<file path="config.mk">
export PLATFORM = sky130hd
export DESIGN_NAME = alsu_core
export DESIGN_NICKNAME = d
export VERILOG_FILES = /design/src/logic/alsu_pkg.sv /design/src/logic/alsu_core.sv
export SDC_FILE = /design/constraint.sdc
export NUM_CORES = 1
export LEC_CHECK = 0
export BUFFER_PORTS_ARGS = -buffer_cell sky130_fd_sc_hd__buf_2
export CORE_MARGIN = 10
export CORE_UTILIZATION = 60
export CTS_CLUSTER_DIAMETER = 60
export DETAILED_ROUTE_END_ITERATION = 7
export GPL_ROUTABILITY_DRIVEN = 0
export HOLD_SLACK_MARGIN = 0.08
export PLACE_DENSITY_LB_ADDON = 0.25
export SYNTH_ARGS = -nofsm -noshare
export SYNTH_HDL_FRONTEND = slang
export SYNTH_SLANG_ARGS = --single-unit
</file>
<file path="constraint.sdc">
create_clock -name clk -period 3.9 [get_ports clk]
set_clock_uncertainty 0.05 [all_clocks]
set_input_delay 0.39 -clock clk [delete_from_list [all_inputs] [get_ports clk]]
set_output_delay 0.39 -clock clk [all_outputs]
set_load 0.01 [all_outputs]
</file>
<file path="src/logic/alsu_pkg.sv">
package alsu_pkg;
   // ------------------------------------------------------------
   // operation codes
   // ------------------------------------------------------------
   typedef enum logic [4:0] {
      ALSU_OP_NONE,
      ALSU_OP_DECIMAL_ADJUST_SUB,
      ALSU_OP_UNSIGNED_MULTIPLY,
      ALSU_OP_UNSIGNED_DIVIDE,
      ALSU_OP_COMPARE_B,
      ALSU_OP_COMPARE_W,
      ALSU_OP_TWOS_COMPLEMENT,
      ALSU_OP_AND,
      ALSU_OP_OR,
      ALSU_OP_XOR,
      ALSU_OP_NOT,
      ALSU_OP_ARITH_SHIFT_LEFT,
      ALSU_OP_ARITH_SHIFT_RIGHT,
      ALSU_OP_LOGIC_SHIFT_LEFT,
      ALSU_OP_LOGIC_SHIFT_RIGHT,
      ALSU_OP_ROTATE_LEFT,
      ALSU_OP_ROTATE_RIGHT,
      ALSU_OP_ROTATE_LEFT_THROUGH_CARRY,
      ALSU_OP_ROTATE_RIGHT_THROUGH_CARRY
   } alsu_op_t;

   // ------------------------------------------------------------
   // condition_flags layout (h n z v c)
   // ------------------------------------------------------------
   typedef struct packed {
      logic h;
      logic n;
      logic z;
      logic v;
      logic c;
   } alsu_flags_t;

   typedef struct packed {
      alsu_op_t op;
      logic use_imm;
      logic [15:0] dst;
      logic [15:0] src;
      logic [7:0] imm;
      alsu_flags_t flags;
   } alsu_req_t;

   typedef struct packed {
      logic [15:0] result;
      logic wr_word;
      logic wr_byte;
      alsu_flags_t flags;
   } alsu_rsp_t;

   localparam int unsigned ALSU_DIV_STEPS = 8;
   localparam logic [3:0] ALSU_DIV_CNT_LAST = 4'h7;
   localparam logic [7:0] ALSU_DEC_ADJ_LO_FIX = 8'h06;
   localparam logic [7:0] ALSU_DEC_ADJ_HI_FIX = 8'h60;
endpackage
</file>
<file path="src/logic/alsu_core.sv">
`timescale 1ns/10ps
// Functional notes
// - decimal adjust after subtract using carry, half-carry
// - 8x8 unsigned multiply gives 16-bit product
// - 16/8 unsigned divide, quotient and remainder
// - compare sets flags only, destination untouched
// - compare byte or word; immediate byte only
// - negate byte: zero minus destination
// - AND byte with register or immediate
// - OR byte with register or immediate
// - XOR byte with register or immediate
// - NOT inverts every bit of the destination low byte
// - arithmetic right shift keeps sign, shift-out to carry
// - logical shifts zero fill, shift-out to carry
// - plain rotates, wrapped bit copied to carry
// - rotate through carry as nine-bit ring
module alsu_core (
   input wire logic clk,
   input wire logic reset_n,
   input wire logic req_valid,
   input wire alsu_pkg::alsu_req_t req,
   output logic busy,
   output logic rsp_valid,
   output alsu_pkg::alsu_rsp_t rsp
);

   // ------------------------------------------------------------
   // helpers
   // ------------------------------------------------------------
   function automatic alsu_pkg::alsu_flags_t sub_flags8(input logic [7:0] a, input logic [7:0] b,
                                                       input alsu_pkg::alsu_flags_t f);
      alsu_pkg::alsu_flags_t r;
      logic [8:0] d;
      logic [4:0] dl;
      r = f;
      d = {1'b0, a} - {1'b0, b};
      dl = {1'b0, a[3:0]} - {1'b0, b[3:0]};
      r.n = d[7];
      r.z = (d[7:0] == 8'h00);
      r.v = (a[7] ^ b[7]) & (a[7] ^ d[7]);
      r.c = d[8];
      r.h = dl[4];
      return r;
   endfunction

   // ------------------------------------------------------------
   // single-cycle result
   // ------------------------------------------------------------
   logic [7:0] a8;
   logic [7:0] b8;
   logic [15:0] res_nxt;
   logic wr_word_nxt;
   logic wr_byte_nxt;
   logic start_div;
   alsu_pkg::alsu_flags_t fl_nxt;

   always_comb begin
      logic [16:0] dw;
      logic [7:0] fix;
      dw = 17'h00000;
      fix = 8'h00;
      a8 = req.dst[7:0];
      b8 = req.use_imm ? req.imm : req.src[7:0];
      res_nxt = req.dst;
      wr_word_nxt = 1'b0;
      wr_byte_nxt = 1'b0;
      start_div = 1'b0;
      fl_nxt = req.flags;
      case (req.op)
         alsu_pkg::ALSU_OP_DECIMAL_ADJUST_SUB: begin
            // borrow flags select the correction digits
            fix = req.flags.h ? alsu_pkg::ALSU_DEC_ADJ_LO_FIX : 8'h00;
            fix = fix | (req.flags.c ? alsu_pkg::ALSU_DEC_ADJ_HI_FIX : 8'h00);
            res_nxt[7:0] = a8 - fix;
            wr_byte_nxt = 1'b1;
         end
         alsu_pkg::ALSU_OP_UNSIGNED_MULTIPLY: begin
            res_nxt = {8'h00, a8} * {8'h00, req.src[7:0]};
            wr_word_nxt = 1'b1;
         end
         alsu_pkg::ALSU_OP_UNSIGNED_DIVIDE: begin
            start_div = 1'b1;
         end
         alsu_pkg::ALSU_OP_COMPARE_B: begin
            fl_nxt = sub_flags8(a8, b8, req.flags);
         end
         alsu_pkg::ALSU_OP_COMPARE_W: begin
            // word form always takes the source register, never immediate
            dw = {1'b0, req.dst} - {1'b0, req.src};
            fl_nxt.n = dw[15];
            fl_nxt.z = (dw[15:0] == 16'h0000);
            fl_nxt.v = (req.dst[15] ^ req.src[15]) & (req.dst[15] ^ dw[15]);
            fl_nxt.c = dw[16];
         end
         alsu_pkg::ALSU_OP_TWOS_COMPLEMENT: begin
            res_nxt[7:0] = 8'h00 - a8;
            wr_byte_nxt = 1'b1;
            fl_nxt = sub_flags8(8'h00, a8, req.flags);
         end
         alsu_pkg::ALSU_OP_AND: begin
            res_nxt[7:0] = a8 & b8;
            wr_byte_nxt = 1'b1;
         end
         alsu_pkg::ALSU_OP_OR: begin
            res_nxt[7:0] = a8 | b8;
            wr_byte_nxt = 1'b1;
         end
         alsu_pkg::ALSU_OP_XOR: begin
            res_nxt[7:0] = a8 ^ b8;
            wr_byte_nxt = 1'b1;
         end
         alsu_pkg::ALSU_OP_NOT: begin
            res_nxt[7:0] = ~a8;
            wr_byte_nxt = 1'b1;
         end
         alsu_pkg::ALSU_OP_ARITH_SHIFT_LEFT: begin
            res_nxt[7:0] = {a8[6:0], 1'b0};
            fl_nxt.c = a8[7];
            fl_nxt.v = a8[7] ^ a8[6];
            wr_byte_nxt = 1'b1;
         end
         alsu_pkg::ALSU_OP_ARITH_SHIFT_RIGHT: begin
            res_nxt[7:0] = {a8[7], a8[7:1]};
            fl_nxt.c = a8[0];
            wr_byte_nxt = 1'b1;
         end
         alsu_pkg::ALSU_OP_LOGIC_SHIFT_LEFT: begin
            res_nxt[7:0] = {a8[6:0], 1'b0};
            fl_nxt.c = a8[7];
            wr_byte_nxt = 1'b1;
         end
         alsu_pkg::ALSU_OP_LOGIC_SHIFT_RIGHT: begin
            res_nxt[7:0] = {1'b0, a8[7:1]};
            fl_nxt.c = a8[0];
            wr_byte_nxt = 1'b1;
         end
         alsu_pkg::ALSU_OP_ROTATE_LEFT: begin
            res_nxt[7:0] = {a8[6:0], a8[7]};
            fl_nxt.c = a8[7];
            wr_byte_nxt = 1'b1;
         end
         alsu_pkg::ALSU_OP_ROTATE_RIGHT: begin
            res_nxt[7:0] = {a8[0], a8[7:1]};
            fl_nxt.c = a8[0];
            wr_byte_nxt = 1'b1;
         end
         alsu_pkg::ALSU_OP_ROTATE_LEFT_THROUGH_CARRY: begin
            res_nxt[7:0] = {a8[6:0], req.flags.c};
            fl_nxt.c = a8[7];
            wr_byte_nxt = 1'b1;
         end
         alsu_pkg::ALSU_OP_ROTATE_RIGHT_THROUGH_CARRY: begin
            res_nxt[7:0] = {req.flags.c, a8[7:1]};
            fl_nxt.c = a8[0];
            wr_byte_nxt = 1'b1;
         end
         default: begin
            res_nxt = req.dst;
         end
      endcase
      // logic ops keep carry; of the shifts only arithmetic left sets overflow
      if (req.op inside {[alsu_pkg::ALSU_OP_AND:alsu_pkg::ALSU_OP_NOT],
                         [alsu_pkg::ALSU_OP_ARITH_SHIFT_RIGHT:
                          alsu_pkg::ALSU_OP_ROTATE_RIGHT_THROUGH_CARRY]}) begin
         fl_nxt.v = 1'b0;
      end
      if (wr_byte_nxt) begin
         fl_nxt.n = res_nxt[7];
         fl_nxt.z = (res_nxt[7:0] == 8'h00);
      end
   end

   // ------------------------------------------------------------
   // restoring divider, fixed eight steps
   // ------------------------------------------------------------
   typedef enum logic [1:0] {
      ALSU_ST_IDLE,
      ALSU_ST_DIV
   } alsu_state_t;

   alsu_state_t state_r;
   logic [3:0] cnt_r;
   logic [7:0] rem_r;
   logic [7:0] quo_r;
   logic [7:0] dvs_r;
   alsu_pkg::alsu_flags_t dflags_r;
   logic [8:0] trial;
   logic [8:0] shifted;
   logic step_sub;

   // a zero divisor simply never subtracts less; count still ends the op
   always_comb begin
      shifted = {rem_r, quo_r[7]};
      trial = shifted - {1'b0, dvs_r};
      // remainder top bit set means the shifted value already exceeds the divisor
      step_sub = !trial[8] || rem_r[7];
   end

   always_ff @(posedge clk or negedge reset_n) begin
      if (!reset_n) begin
         state_r <= ALSU_ST_IDLE;
         cnt_r <= 4'h0;
         rem_r <= 8'h00;
         quo_r <= 8'h00;
         dvs_r <= 8'h00;
         dflags_r <= '0;
      end else begin
         case (state_r)
            ALSU_ST_IDLE: begin
               if (req_valid && start_div) begin
                  state_r <= ALSU_ST_DIV;
                  cnt_r <= 4'h0;
                  rem_r <= req.dst[15:8];
                  quo_r <= req.dst[7:0];
                  dvs_r <= req.src[7:0];
                  dflags_r <= req.flags;
               end
            end
            ALSU_ST_DIV: begin
               // quotient bits shift into quo_r as dividend bits leave
               rem_r <= step_sub ? trial[7:0] : shifted[7:0];
               quo_r <= {quo_r[6:0], step_sub};
               cnt_r <= cnt_r + 4'h1;
               if (cnt_r == alsu_pkg::ALSU_DIV_CNT_LAST) begin
                  state_r <= ALSU_ST_IDLE;
               end
            end
            default: begin
               state_r <= ALSU_ST_IDLE;
            end
         endcase
      end
   end

   logic div_done;
   assign div_done = (state_r == ALSU_ST_DIV) && (cnt_r == alsu_pkg::ALSU_DIV_CNT_LAST);

   // ------------------------------------------------------------
   // registered outputs
   // ------------------------------------------------------------
   always_ff @(posedge clk or negedge reset_n) begin
      if (!reset_n) begin
         rsp_valid <= 1'b0;
         rsp <= '0;
         busy <= 1'b0;
      end else begin
         rsp_valid <= 1'b0;
         if (div_done) begin
            rsp_valid <= 1'b1;
            busy <= 1'b0;
            rsp.wr_word <= 1'b1;
            rsp.wr_byte <= 1'b0;
            rsp.result <= {step_sub ? trial[7:0] : shifted[7:0], quo_r[6:0], step_sub};
            rsp.flags <= dflags_r;
            rsp.flags.z <= (dvs_r == 8'h00);
         end else if (req_valid && state_r == ALSU_ST_IDLE) begin
            if (start_div) begin
               busy <= 1'b1;
            end else begin
               rsp_valid <= 1'b1;
               rsp.result <= res_nxt;
               rsp.wr_word <= wr_word_nxt;
               rsp.wr_byte <= wr_byte_nxt;
               rsp.flags <= fl_nxt;
            end
         end
      end
   end
endmodule

</file>
==> results.yml <==
timing:
  rsz0062_at_grt: "yes"
  layout_setup_ws_ns: -0.158
  slew_headroom: 0.267
  fmax_mhz: 246
  finalSetupViolations: 8
  final-max-slew-violation-count: 0
  worst_pin_slew_ns: 1.07
  fin_crit_sh: 1.04
  hold_violations: 0
  fin_crit_ns: 4.06
synthesis:
  syn-num-nets: 1218
  synth_edf_count: 0
  synth_async_sr_flop_share: 1.00
  syn_area_um2: 8140
  dominantRegCellSynth: "dfrtp_1"
  ys_types: 79
  synth-seq-area-share: 0.178
  synth-seq-cells: 58
  synthCells: 1015
  yosys_warnings: 0
  syn_area_per_cell_um2: 8.02
clock_tree:
  cts_sinks: 58
  root_buffer: "clkbuf_16"
  clk_pin_slew_worst_paths_ns: 0.06
  cts_buffers: 9
  clk_latency_ns: 0.32
  cts_max_path_buffers: 2
  cts-hold-fix-buffers: 0
  h-tree-depth: 3
  cts_tree: "built"
routing:
  dr.pass1.iters: 7
  drt_first_iter_violations: 1263
  wirelength_um: 27800
  wire_per_inst_um: 20.9
  drc: 0
  postRouteAntennaNets: 0
  viasPerCell: 6.44
  vias: 8572
place:
  dpl.hpwl_um: 21300
  dpl-instance-area_um2: 9210
  port_buffers: 78
floorplan:
  die-area_um2: 18600
  die_y_um: 136
  coreArea_um2: 13200
  ios: 79
  start_util: 0.615
  row_count: 42
  die_w_um: 136
setup_path:
  cp_max_fo: 4
  reg2reg_slack_ns: 0.66
  crit_type: "primary input to flop"
  endpoint_kind: "flop"
  setup.worst_path.start: "req[34]"
  start_kind: "primary input"
  worstPathRequired_ns: 4.03
  arrival_ns: 4.19
  r2r_start: "dvs_r[0]$_DFFE_PN0P_"
layout:
  layout.nets: 1354
  final_area_um2: 9970
  n_antenna_cell: 0
  area_growth_pct: 22.5
  finalCoreUtilization: 0.753
  drive_gt1_frac: 0.219
grt:
  grt-ovfl-total: 0
  grt_usage: 0.293
  grt_start_max_net_pins: 37
  grt_pass1_vias: 8333
  grt_pass1_wl_um: 43400
  antenna_found_initial: 0
power:
  vdd_ir_drop_max_mv: 0.282
  power-per-cell-area_nw_per_um2: 501
  total_power_mw: 4.99
  static-leakage-power_nw: 4.83
hold_path:
  hp-class: "primary input to async pin"
outcome:
  violations: "negative setup slack"
  status: "finished, violations left"
job:
  max_cap_violations: 0
[metrics by stage]
| stage | TNS, ns | cells | setup slack [ns] | hold WS [ns] |
|---|---|---|---|---|
| finish | -0.778 | 1331 | -0.158 | 0.109 |
| global route | -2.30 | 1331 | -0.289 | 0.168 |
| CTS | -0.254 | 1326 | -0.126 | 0.127 |
| detailed placement | -6.44 | 1305 | -0.599 | 0.419 |
| global placement | -5.21 | 1305 | -0.491 | 0.406 |
| floorplan | -2.00 | 1015 | -0.359 | 0.0444 |
[power breakdown]
part	leakage [nW]	switching [mW]	internal, mW
Sequential	0.728	0.222	0.854
Clock	0.140	0.279	0.505
Combinational	3.96	1.73	1.40
[placed cells by master (no fill, tap or decap), types with 6 or more instances in the layout]
cell type	count
inv_2	8
nand3_1	22
fa_1	37
ha_1	102
a31oi_1	10
and2_1	9
dfrtp_1	58
mux2i_1	21
buf_6	9
nor2b_1	15
clkbuf_16	9
a211oi_1	8
a221o_1	7
a22o_1	6
a21oi_1	50
xor2_1	9
buf_4	85
nand2_1	94
nor4_1	7
nand2b_1	10
xnor2_1	17
ha_4	6
nor3_1	18
inv_1	106
o21a_1	12
or3_1	7
o211ai_1	6
buf_2	67
a21o_1	9
nand4_1	9
a22oi_1	10
o21ai_0	60
nor2_1	86
o31ai_1	7
o21ai_1	9
[area by class of cell]
cell class / instances / area [um2]
Inverter: 119 / 453
Clock inverter: 5 / 55.1
Timing Repair Buffer: 168 / 1190
Fill cell: 978 / 3270
Tap cell: 176 / 220
Clock buffer: 10 / 239
Sequential cell: 58 / 1450
Multi-Input combinational cell: 795 / 6350
[what timing repair did]
item / 4_1_cts / 5_1_grt
buffers inserted: 6 / 5
pin swaps: 38 / 14
hold endpoints to repair: 0 / 0
gates resized for setup: 59 / 25
endpoints found under the setup margin: 12 / 13
[synth_stat cells, types with 10 or more instances]
master    count  area share
inv_1       114       0.053
ha_1        109        0.17
nand2_1     100       0.046
nor2_1       90       0.041
o21ai_0      67       0.041
dfrtp_1      58        0.18
a21oi_1      56       0.034
fa_1         40       0.098
clkbuf_1     30       0.014
nand3_1      22       0.014
mux2i_1      21       0.026
xnor2_1      20       0.022
nor3_1       18       0.011
nor2b_1      15       0.012
o21a_1       12       0.011
a211oi_1     11       0.010
nand2b_1     11      0.0085
a22oi_1      10      0.0092
a31oi_1      10      0.0077
[kinds of logic (layout without fill, tap and decap cells)]
| logic type | Yosys count | count (layout) | synth area share |
|---|---|---|---|
| buffers and inverters | 162 | 302 | 0.0779 |
| multiplexers | 26 | 26 | 0.0327 |
| AND/OR/NAND/NOR | 320 | 320 | 0.190 |
| AO/OA/AOI/OAI | 271 | 271 | 0.224 |
| XOR/XNOR | 29 | 29 | 0.0312 |
| adder cells (fa/ha/maj) | 149 | 149 | 0.266 |
| flip-flops | 58 | 58 | 0.178 |
[worst max-delay path, cell delays in order]
cell and delay (ns):
buf_2 0.17, buf_4 0.15, nand2_1 0.07, fa_1 0.49, fa_1 0.56, fa_1 0.44, fa_1 0.53, inv_1 0.07
ha_4 0.26, inv_1 0.05, o21bai_1 0.16, a21oi_1 0.10, buf_4 0.16, buf_4 0.14, o21ai_4 0.17, xnor2_2 0.15
o221ai_1 0.13
[routing by layer]
| layer | vias up | GRT usage | wire length (um) |
|---|---|---|---|
| met3 | 142 | 0.0720 | 3190 |
| met5 | - | 0 | 0 |
| met2 | 583 | 0.450 | 12300 |
| li1 | 3852 | - | - |
| met1 | 3995 | 0.367 | 10600 |
| met4 | 0 | 0.168 | 1770 |
[sequential cells by signal (all words and copies together) (netlist names), 4 cells and up]
name,count
cnt_r,4
dflags_r,4
dvs_r,8
quo_r,8
rem_r,8
rsp,23
[final timing paths]
check	cells after the start	to
hold reg to reg	2	rsp[5]$_DFFE_PN0P_
setup reg to reg	10	rsp[17]$_DFFE_PN0P_
min in group clk	2	dflags_r[3]$_DFFE_PN0P_
setup / recovery	17	rsp[19]$_DFFE_PN0P_
hold / removal	1	dvs_r[5]$_DFFE_PN0P_
max in group asynchronous	2	quo_r[1]$_DFFE_PN0P_
Note: power is estimated with default switching activity, not from simulation.
